**src/hw/cmp_conv_pkg.sv**
```systemverilog
// shared constants and types for the comparator and converter control block
package cmp_conv_pkg;

    // register indices; byte address is four times the index
    localparam logic [7:0] IDX_RESULT_LOW = 8'h78;
    localparam logic [7:0] IDX_RESULT_HIGH = 8'h79;
    localparam logic [7:0] IDX_CONV_CTRL_A = 8'h7a;
    localparam logic [7:0] IDX_CONV_CTRL_B = 8'h7b;
    localparam logic [7:0] IDX_CHAN_REF = 8'h7c;
    localparam logic [7:0] IDX_INPUT_DISABLE = 8'h7f;
    localparam logic [7:0] IDX_CMP_CTRL = 8'h50;

    // reset values
    localparam logic [7:0] CONV_CTRL_A_RESET = 8'h00;
    localparam logic [7:0] CONV_CTRL_B_RESET = 8'h00;
    localparam logic [7:0] CHAN_REF_RESET = 8'h00;
    localparam logic [7:0] CMP_CTRL_RESET = 8'h00;
    localparam logic [1:0] INPUT_DISABLE_RESET = 2'h0;

    // writable masks
    localparam logic [7:0] CONV_CTRL_B_WMASK = 8'h47;
    localparam logic [7:0] CMP_CTRL_WMASK = 8'hcf;

    // bit positions
    localparam int CMP_FLAG_BIT = 4;
    localparam int CONV_START_BIT = 6;
    localparam int CONV_FLAG_BIT = 4;
    localparam int PAD_HIGH_BITS = 6;

    // comparator interrupt modes
    typedef enum logic [1:0] {
        MODE_TOGGLE = 2'b00,
        MODE_RESERVED = 2'b01,
        MODE_FALL = 2'b10,
        MODE_RISE = 2'b11
    } cmp_mode_e;

    // conversion timing in converter clock cycles
    localparam int NORMAL_CONV_CYCLES = 13;
    localparam int FIRST_CONV_CYCLES = 25;

    typedef struct packed {
        logic power_off;
        logic bandgap_sel;
        logic out_sync;
        logic irq_flag;
        logic irq_en;
        logic capture_route;
        cmp_mode_e irq_mode;
    } cmp_ctrl_s;

    typedef struct packed {
        logic enable;
        logic start;
        logic auto_trigger_en;
        logic done_flag;
        logic done_irq_en;
        logic [2:0] prescale;
    } conv_ctrl_s;

    typedef struct packed {
        logic [1:0] reference_select;
        logic result_left_align;
        logic spare;
        logic [3:0] channel_select;
    } chan_ref_s;

    // prescaler terminal count: divide by two to the power of the setting, at least two
    function automatic logic [7:0] presc_last(input logic [2:0] ps);
        logic [7:0] div;
        div = (ps == 3'h0) ? 8'h02 : (8'h01 << ps);
        return div - 8'h01;
    endfunction : presc_last

endpackage : cmp_conv_pkg

```
**src/hw/sync2.sv**
```systemverilog
// two-stage synchroniser for levels from outside the clock domain
`timescale 1ns/10ps
module sync2 #(
    parameter int W = 1
) (
    // clock and reset
    input wire logic pclk,
    input wire logic presetn,
    input wire logic ce,
    // data
    input wire logic [W-1:0] async_in,
    output logic [W-1:0] sync_out
);
    logic [W-1:0] meta_reg;

    always_ff @(posedge pclk or negedge presetn) begin
        if (!presetn) begin
            meta_reg <= '0;
            sync_out <= '0;
        end else if (ce) begin
            meta_reg <= async_in;
            sync_out <= meta_reg;
        end
    end
endmodule : sync2

```
**src/hw/conv_sequencer.sv**
```systemverilog
// converter prescaler and conversion sequencer
`timescale 1ns/10ps
module conv_sequencer
    import cmp_conv_pkg::*;
#(
    parameter int NORMAL = NORMAL_CONV_CYCLES,
    parameter int FIRST = FIRST_CONV_CYCLES
) (
    // clock and reset
    input wire logic pclk,
    input wire logic presetn,
    input wire logic ce,
    // control
    input wire logic enable,
    input wire logic [2:0] prescale,
    input wire logic start,
    input wire logic presc_clear,
    // status
    output logic armed_or_busy,
    output logic converting,
    output logic capture,
    output logic done
);
    typedef enum logic [1:0] {
        IDLE = 2'b00,
        ARMED = 2'b01,
        CONVERT = 2'b10
    } seq_state_e;

    seq_state_e state_reg;
    logic [7:0] presc_reg;
    logic [4:0] count_reg;
    logic first_reg;
    logic tick;
    logic last;

    assign tick = (presc_reg == presc_last(prescale));
    assign last = (count_reg == (first_reg ? 5'(FIRST - 1) : 5'(NORMAL - 1)));
    assign armed_or_busy = (state_reg != IDLE);
    assign converting = (state_reg == CONVERT);
    assign capture = (state_reg == ARMED) && tick && !presc_clear;

    // prescaler held cleared while disabled, restarted by a trigger
    always_ff @(posedge pclk or negedge presetn) begin
        if (!presetn) begin
            presc_reg <= 8'h00;
        end else if (ce) begin
            if (!enable || presc_clear || tick) begin
                presc_reg <= 8'h00;
            end else begin
                presc_reg <= presc_reg + 8'h01;
            end
        end
    end

    // 25 ticks for the first conversion after enable, 13 after
    always_ff @(posedge pclk or negedge presetn) begin
        if (!presetn) begin
            state_reg <= IDLE;
            count_reg <= 5'h00;
            first_reg <= 1'b1;
            done <= 1'b0;
        end else if (ce) begin
            done <= 1'b0;
            if (!enable) begin
                state_reg <= IDLE;
                first_reg <= 1'b1;
            end else begin
                unique case (state_reg)
                    IDLE: begin
                        if (start) begin
                            state_reg <= ARMED;
                        end
                    end
                    ARMED: begin
                        if (capture) begin
                            state_reg <= CONVERT;
                            count_reg <= 5'h00;
                        end
                    end
                    CONVERT: begin
                        if (tick && last) begin
                            done <= 1'b1;
                            first_reg <= 1'b0;
                            state_reg <= start ? ARMED : IDLE;
                        end else if (tick) begin
                            count_reg <= count_reg + 5'h01;
                        end
                    end
                    default: begin
                        state_reg <= IDLE;
                    end
                endcase
            end
        end
    end
endmodule : conv_sequencer

```
**src/hw/cmp_conv_ctrl.sv**
```systemverilog
// comparator and converter control logic with its apb register file
`timescale 1ns/10ps
module cmp_conv_ctrl
    import cmp_conv_pkg::*;
#(
    parameter int TRIG_W = 8,
    parameter logic [2:0] TRIG_SELF_CODE = 3'h0
) (
    // clock and reset
    input wire logic pclk,
    input wire logic presetn,
    input wire logic ce,
    // apb slave
    input wire logic psel,
    input wire logic penable,
    input wire logic pwrite,
    input wire logic [11:0] paddr,
    input wire logic [31:0] pwdata,
    output logic [31:0] prdata,
    output logic pready,
    output logic pslverr,
    // system side
    input wire logic global_irq_en,
    input wire logic converter_power_reduce,
    input wire logic cmp_irq_ack,
    input wire logic conv_irq_ack,
    output logic cmp_irq,
    output logic conv_irq,
    // analogue model and pins
    input wire logic cmp_raw,
    input wire logic [9:0] conv_result,
    input wire logic [TRIG_W-1:0] trig_in,
    input wire logic [1:0] pin_in,
    output logic [1:0] pin_read,
    // analogue control
    output logic cmp_power_off,
    output logic cmp_bandgap_sel,
    output logic cmp_neg_from_mux,
    output logic [2:0] cmp_neg_channel,
    output logic [3:0] conv_channel,
    output logic [1:0] conv_reference,
    output logic capture_in,
    output logic pos_pin_buf_off,
    output logic neg_pin_buf_off,
    output logic conv_sample
);
    cmp_ctrl_s cmp_reg;
    conv_ctrl_s conv_a_reg;
    chan_ref_s chan_ref_reg;
    logic [7:0] conv_b_reg;
    logic [1:0] in_dis_reg;
    logic [9:0] result_reg;
    logic result_lock_reg;
    logic cmp_prev_reg;
    logic trig_prev_reg;
    logic pready_reg;
    logic [31:0] prdata_reg;
    logic pslverr_reg;
    logic cmp_sync;
    logic [TRIG_W-1:0] trig_sync;
    logic [1:0] pin_sync;
    logic [9:0] result_sync;
    logic conv_en;
    logic access;
    logic fire;
    logic wr;
    logic [7:0] idx;
    logic [7:0] wbyte;
    logic [7:0] rbyte;
    logic mapped;
    logic cmp_event;
    logic trig_level;
    logic trig_edge;
    logic self_src;
    logic seq_active;
    logic seq_conv;
    logic seq_capture;
    logic seq_done;
    logic sw_start;
    logic auto_start;
    logic start_any;

    // analogue model outputs and pins cross in through two flops
    sync2 #(.W(1)) u_cmp_sync (
        .pclk(pclk),
        .presetn(presetn),
        .ce(ce),
        .async_in(cmp_raw),
        .sync_out(cmp_sync)
    );
    sync2 #(.W(TRIG_W + 12)) u_misc_sync (
        .pclk(pclk),
        .presetn(presetn),
        .ce(ce),
        .async_in({trig_in, pin_in, conv_result}),
        .sync_out({trig_sync, pin_sync, result_sync})
    );

    // apb decode; one wait state so read data comes from a flop
    assign idx = paddr[9:2];
    assign access = psel && penable;
    assign fire = access && pready_reg;
    assign wr = fire && pwrite;
    assign wbyte = pwdata[7:0];
    assign mapped = (paddr[1:0] == 2'b00) && (paddr[11:10] == 2'b00) &&
                    (idx inside {IDX_RESULT_LOW, IDX_RESULT_HIGH, IDX_CONV_CTRL_A,
                                 IDX_CONV_CTRL_B, IDX_CHAN_REF, IDX_INPUT_DISABLE,
                                 IDX_CMP_CTRL});
    assign pready = pready_reg;
    assign prdata = prdata_reg;
    assign pslverr = pslverr_reg;

    // power reduction forces the converter off until software lifts it
    assign conv_en = conv_a_reg.enable && !converter_power_reduce;

    // read view, alignment applied on the way out
    always_comb begin
        rbyte = 8'h00;
        unique case (idx)
            IDX_RESULT_LOW: begin
                rbyte = chan_ref_reg.result_left_align ? {result_reg[1:0], 6'h00}
                                                       : result_reg[7:0];
            end
            IDX_RESULT_HIGH: begin
                rbyte = chan_ref_reg.result_left_align ? result_reg[9:2]
                                                       : {6'h00, result_reg[9:8]};
            end
            IDX_CONV_CTRL_A: begin
                rbyte = conv_a_reg;
                rbyte[CONV_START_BIT] = seq_active;
            end
            IDX_CONV_CTRL_B: rbyte = conv_b_reg;
            IDX_CHAN_REF: rbyte = chan_ref_reg;
            IDX_INPUT_DISABLE: rbyte = {6'h00, in_dis_reg};
            IDX_CMP_CTRL: begin
                rbyte = cmp_reg;
                rbyte[5] = cmp_sync;
            end
            default: rbyte = 8'h00;
        endcase
    end

    always_ff @(posedge pclk or negedge presetn) begin
        if (!presetn) begin
            pready_reg <= 1'b0;
            prdata_reg <= 32'h0000_0000;
            pslverr_reg <= 1'b0;
        end else if (ce) begin
            pready_reg <= access && !pready_reg;
            if (access && !pready_reg) begin
                prdata_reg <= mapped ? {24'h00_0000, rbyte} : 32'h0000_0000;
                pslverr_reg <= !mapped;
            end else if (fire) begin
                pslverr_reg <= 1'b0;
            end
        end
    end

    // comparator event by mode; reserved code raises nothing
    always_comb begin
        unique case (cmp_reg.irq_mode)
            MODE_TOGGLE: cmp_event = cmp_sync != cmp_prev_reg;
            MODE_FALL: cmp_event = cmp_prev_reg && !cmp_sync;
            MODE_RISE: cmp_event = !cmp_prev_reg && cmp_sync;
            MODE_RESERVED: cmp_event = 1'b0;
        endcase
    end

    // comparator control; software must mask the interrupt first
    always_ff @(posedge pclk or negedge presetn) begin
        if (!presetn) begin
            cmp_reg <= CMP_CTRL_RESET;
            cmp_prev_reg <= 1'b0;
        end else if (ce) begin
            cmp_prev_reg <= cmp_sync;
            if (wr && idx == IDX_CMP_CTRL) begin
                cmp_reg <= (cmp_reg & ~CMP_CTRL_WMASK) | (wbyte & CMP_CTRL_WMASK);
            end
            // set beats a simultaneous clear
            if (cmp_event) begin
                cmp_reg.irq_flag <= 1'b1;
            end else if (cmp_irq_ack || (wr && idx == IDX_CMP_CTRL && wbyte[CMP_FLAG_BIT])) begin
                cmp_reg.irq_flag <= 1'b0;
            end
        end
    end

    assign cmp_power_off = cmp_reg.power_off;
    assign cmp_bandgap_sel = cmp_reg.bandgap_sel;
    assign cmp_irq = cmp_reg.irq_flag && cmp_reg.irq_en && global_irq_en;
    assign capture_in = cmp_reg.capture_route && cmp_sync;
    // comparator polarity (positive above negative) is the model's; passed as is
    assign cmp_neg_from_mux = conv_b_reg[6] && !conv_en;
    assign cmp_neg_channel = chan_ref_reg.channel_select[2:0];

    // digital input buffers
    always_ff @(posedge pclk or negedge presetn) begin
        if (!presetn) begin
            in_dis_reg <= INPUT_DISABLE_RESET;
        end else if (ce && wr && idx == IDX_INPUT_DISABLE) begin
            in_dis_reg <= wbyte[1:0];
        end
    end

    assign pos_pin_buf_off = in_dis_reg[0];
    assign neg_pin_buf_off = in_dis_reg[1];
    assign pin_read = pin_sync & ~in_dis_reg;

    // trigger selection; one code selects our own done flag
    assign self_src = (conv_b_reg[2:0] == TRIG_SELF_CODE);
    assign trig_level = self_src ? conv_a_reg.done_flag : trig_sync[conv_b_reg[2:0]];
    assign trig_edge = trig_level && !trig_prev_reg;

    // edges while busy ignored, a held level never restarts
    assign auto_start = conv_a_reg.auto_trigger_en && conv_en &&
                        ((trig_edge && !seq_active) || (self_src && seq_done));
    assign sw_start = wr && idx == IDX_CONV_CTRL_A && wbyte[CONV_START_BIT] && conv_en;
    assign start_any = sw_start || auto_start;

    always_ff @(posedge pclk or negedge presetn) begin
        if (!presetn) begin
            trig_prev_reg <= 1'b0;
        end else if (ce) begin
            trig_prev_reg <= trig_level;
        end
    end

    conv_sequencer u_seq (
        .pclk(pclk),
        .presetn(presetn),
        .ce(ce),
        .enable(conv_en),
        .prescale(conv_a_reg.prescale),
        .start(start_any),
        .presc_clear(auto_start),
        .armed_or_busy(seq_active),
        .converting(seq_conv),
        .capture(seq_capture),
        .done(seq_done)
    );

    assign conv_sample = seq_capture;

    // converter control registers
    always_ff @(posedge pclk or negedge presetn) begin
        if (!presetn) begin
            conv_a_reg <= CONV_CTRL_A_RESET;
            conv_b_reg <= CONV_CTRL_B_RESET;
            chan_ref_reg <= CHAN_REF_RESET;
        end else if (ce) begin
            if (wr && idx == IDX_CONV_CTRL_A) begin
                conv_a_reg.enable <= wbyte[7];
                conv_a_reg.auto_trigger_en <= wbyte[5];
                conv_a_reg.done_irq_en <= wbyte[3];
                conv_a_reg.prescale <= wbyte[2:0];
            end
            if (wr && idx == IDX_CONV_CTRL_B) begin
                conv_b_reg <= wbyte & CONV_CTRL_B_WMASK;
            end
            if (wr && idx == IDX_CHAN_REF) begin
                chan_ref_reg <= wbyte;
            end
            // flag set wins over acknowledge or write-one clear
            if (seq_done) begin
                conv_a_reg.done_flag <= 1'b1;
            end else if (conv_irq_ack ||
                         (wr && idx == IDX_CONV_CTRL_A && wbyte[CONV_FLAG_BIT])) begin
                conv_a_reg.done_flag <= 1'b0;
            end
        end
    end

    assign conv_irq = conv_a_reg.done_flag && conv_a_reg.done_irq_en && global_irq_en;

    // live selection follows the buffer only while enabled and not converting
    always_ff @(posedge pclk or negedge presetn) begin
        if (!presetn) begin
            conv_channel <= 4'h0;
            conv_reference <= 2'h0;
        end else if (ce && conv_en && !seq_conv) begin
            conv_channel <= chan_ref_reg.channel_select;
            conv_reference <= chan_ref_reg.reference_select;
        end
    end

    // result registers and read lock; a dropped result still flags done
    always_ff @(posedge pclk or negedge presetn) begin
        if (!presetn) begin
            result_reg <= 10'h000;
            result_lock_reg <= 1'b0;
        end else if (ce) begin
            if (seq_done && !result_lock_reg) begin
                result_reg <= result_sync;
            end
            if (fire && !pwrite && idx == IDX_RESULT_LOW) begin
                result_lock_reg <= 1'b1;
            end else if (fire && !pwrite && idx == IDX_RESULT_HIGH) begin
                result_lock_reg <= 1'b0;
            end
        end
    end
endmodule : cmp_conv_ctrl

```
**config.mk**
```make
export PLATFORM = sky130hd
export DESIGN_NAME = cmp_conv_ctrl
export DESIGN_NICKNAME = d
export VERILOG_FILES = /design/src/hw/cmp_conv_pkg.sv /design/src/hw/sync2.sv /design/src/hw/conv_sequencer.sv /design/src/hw/cmp_conv_ctrl.sv
export SDC_FILE = /design/constraint.sdc
export NUM_CORES = 1
export LEC_CHECK = 0
export BUFFER_PORTS_ARGS = -buffer_cell sky130_fd_sc_hd__clkbuf_2
export CELL_PAD_IN_SITES_DETAIL_PLACEMENT = 0
export CELL_PAD_IN_SITES_GLOBAL_PLACEMENT = 1
export CORE_UTILIZATION = 40
export DETAILED_ROUTE_END_ITERATION = 8
export PLACE_DENSITY = 0.72
export SLEW_MARGIN = 10
export SYNTH_ARGS = -nofsm -noshare
export SYNTH_HDL_FRONTEND = slang
export SYNTH_SLANG_ARGS = --single-unit
```
**constraint.sdc**
```tcl
create_clock -name pclk -period 7.02 [get_ports pclk]
set_input_delay 0.702 -clock pclk [delete_from_list [all_inputs] [get_ports pclk]]
set_output_delay 0.702 -clock pclk [all_outputs]
set_load 0.01 [all_outputs]
```
==> impl_metrics.json <==
{
  "coreArea_sq_mm": 0.0139,
  "pin_count": 129,
  "final_cell_mix": "113 x dfrtp_1, 78 x clkbuf_2, 58 x mux2_2",
  "holdBufCountCts": 0,
  "max-vdd-ir-drop_mv": 0.227,
  "first_iter_violations": 252,
  "htree_levels": 4,
  "numCtsBuffers": 17,
  "final_hold_viol_count": 0,
  "fin_skew_ns": 0.00586,
  "sw_frac_of_total_pct": 22.1,
  "floorplan.initialDensity_pct": 41.3,
  "cp_slowest_stage_delay_ns": 0.52,
  "netlist_area_sq_mm": 0.00575,
  "drive_above_1_share_pct": 30.1,
  "netlist_instances": 510,
  "synth-edff-count": 0,
  "cts_root_buf": "clkbuf_16",
  "seqPwrFrac_pct": 41.0,
  "critPathRequiredTime_ns": 6.32,
  "holdCritPathClass": "in2async",
  "hpwl_mm": 9.77,
  "drcViolationCount": 0,
  "dieArea_sq_mm": 0.0149,
  "synth.top_cells.by_area": "dfrtp_1 49%, mux2_2 11%, mux2_1 4.9%",
  "firstDrtPassIters": 5,
  "crit_buf_inv": 1,
  "setup_viol": 0,
  "ys_warn_count": 0,
  "max_slew_margin_pct": 39.4,
  "power_density_mw_per_mm2": 254,
  "grt.total_usage_pct": 19.7,
  "io_buffer_count": 79,
  "switching_power_mw": 0.382,
  "ys_seq_area_share_pct": 49.6,
  "rsz0062_at_grt": "false",
  "syn_avg_cell_area_sq_um": 11.3,
  "final.min_clock_period_ns": 3.46,
  "ctsResizeCount": 0,
  "slowest_stage": "dfrtp_1",
  "nets": 663,
  "die_h_microns": 122,
  "grt_pass1_vias": 4046,
  "p_clk_share_pct": 53.0,
  "critPathMaxFanout": 15,
  "post_cts_buffers": 0,
  "cts_tree": "yes",
  "end_kind": "output pin",
  "num_rows": 43,
  "setup_tns_ns": 0,
  "arrival_ns": 2.75,
  "synth_largest_area_cell": "dfrtp_1",
  "clock-sinks": 114,
  "crit_type": "reg2out",
  "fmax_mhz": 289,
  "antenna_cells": 0,
  "cap_violations": 0,
  "vias": 4157,
  "yosys_register_bits": 114,
  "dp_slack_ns": 3.90,
  "clk_pin_slew_ns": 0.05,
  "finalWirelength_mm": 13.5,
  "final_common_cell": "dfrtp_1",
  "cp_cell_sequence": "or2_2, ha_1, nor2b_1, a21oi_1, o2111a_1, nand4_2, nor2_1, clkbuf_2",
  "outcome": "completed",
  "power.share.combinational_pct": 6.0,
  "finalWeightedCongestion": 0.852,
  "ys_types": 61,
  "wl_per_cell_microns": 17.4,
  "antenna_found_initial": 0,
  "cpLargestDelayFamily": "simple AND/OR/NAND/NOR gates",
  "ant_nets": 0,
  "insertion_delay_ns": 0.41,
  "period_share_pct": 49.2,
  "worst_pin_slew_ns": 0.900,
  "fin_ws_ns": 3.56,
  "leakagePower_nw": 3.15,
  "viasPerCell": 5.36,
  "clock_path_buffers": 2,
  "critPathLaunchType": "flip-flop",
  "grt_pass1_wl_mm": 21.7,
  "grt-ovfl-total": 0,
  "slew_violations": 0,
  "grt_max_degree": 65,
  "fp.dieW_microns": 122,
  "p_int_mw": 1.35,
  "async_flop_share_pct": 100,
  "area_growth_pct": 18.4,
  "synth_ff_type": "dfrtp_1",
  "yosysTopAreaCellShare_pct": 49.2
}
per-stage QoR:
| stage | power, mW | utilization, % | hold WS (ns) | area (sq um) | std cells |
|---|---|---|---|---|---|
| 2_1_floorplan | 0.785 | - | 0.406 | 5840 | 533 |
| 3_3_place_gp | 0.821 | 44.3 | 0.467 | 6170 | 743 |
| 4_1_cts | 1.75 | 48.9 | 0.342 | 6810 | 775 |
| 5_1_grt | 1.80 | 48.9 | 0.383 | 6810 | 775 |
| 3_5_place_dp | 0.827 | 44.3 | 0.476 | 6170 | 743 |
| 6_report | 1.73 | 48.9 | 0.328 | 6810 | 775 |
cells by family after synthesis:
kind of cell / Yosys count / share of synthesized area (%)
flops: 114 / 49.6
other cells: 1 / 0.0652
mux: 93 / 18.0
fa+ha+maj: 7 / 1.48
compound gates: 92 / 10.9
simple gates: 133 / 13.0
xor+xnor: 5 / 0.761
buf+inv: 65 / 6.20
cells in the mapped netlist, types with 2 or more instances:
| cell type | instances |
|---|---|
| a21o_1 | 3 |
| a21oi_1 | 15 |
| a222oi_1 | 4 |
| a22oi_1 | 11 |
| a31oi_1 | 8 |
| and2_1 | 3 |
| and3_1 | 3 |
| and4_1 | 2 |
| and4b_1 | 3 |
| buf_2 | 6 |
| buf_4 | 28 |
| clkbuf_1 | 17 |
| dfrtp_1 | 113 |
| ha_1 | 6 |
| inv_1 | 14 |
| mux2_1 | 25 |
| mux2_2 | 58 |
| mux2i_1 | 10 |
| nand2_1 | 38 |
| nand2b_1 | 10 |
| nand3_1 | 15 |
| nand3b_1 | 6 |
| nand4_1 | 2 |
| nand4b_1 | 2 |
| nor2_1 | 14 |
| nor2b_1 | 11 |
| nor3_1 | 5 |
| nor4_1 | 2 |
| nor4b_1 | 2 |
| o21ai_0 | 10 |
| o21ai_1 | 15 |
| o22ai_1 | 4 |
| o2bb2ai_1 | 4 |
| o31ai_1 | 2 |
| o41ai_1 | 3 |
| o41ai_2 | 2 |
| or2_0 | 2 |
| or3_1 | 4 |
| or4_1 | 3 |
| xnor2_1 | 2 |
| xor2_1 | 3 |
worst register-to-register path, delay by kind of cell, from the launching register on:
family                   cells  cell delay [ns]
AND/OR/NAND/NOR              4             1.35
AO/OA/AOI/OAI                3             0.68
flip-flops                   1             0.52
adder cells (fa/ha/maj)      1             0.24
power groups by stage:
| stage | Sequential (mW) | Clock (mW) | Combinational, mW |
|---|---|---|---|
| 2_1_floorplan | 0.714 | 0 | 0.0709 |
| 3_3_place_gp | 0.719 | 0 | 0.102 |
| 3_5_place_dp | 0.722 | 0 | 0.105 |
| 4_1_cts | 0.710 | 0.935 | 0.106 |
| 5_1_grt | 0.715 | 0.969 | 0.117 |
| 6_report | 0.709 | 0.918 | 0.103 |
per-layer routing:
metal	wire (microns)	GRT usage [%]	share of wire (%)
met1	6200	26.4	46
met2	6460	30.6	48
met3	689	5.81	5.1
met4	124	6.02	0.92
met5	0	0	0
layout make-up:
cell class                 count  area (sq um)
tap                          180           225
multi-input combinational    354          2630
clock buffer                  19           453
clock inverter                13           184
timing repair buffer          81           413
inverter                      14          52.6
sequential                   114          2850
fill                        1279          7120
final timing paths:
kind | from | endpoint | slack (ns) | cells past startpoint
worst max-delay path | conv_a_reg[1] | conv_sample | 3.56 | 8
worst min-delay path | presetn | u_seq.count_reg[0] | 0.33 | 1
worst max register to register | conv_a_reg[1] | u_seq.count_reg[3] | 4.13 | 8
worst min register to register | prdata[3] | prdata[3] | 0.48 | 1
max in group asynchronous | presetn | result_reg[4] | 5.44 | 2
min in group pclk | prdata[3] | prdata[3] | 0.48 | 1
Power figures use the tool's default switching activity.
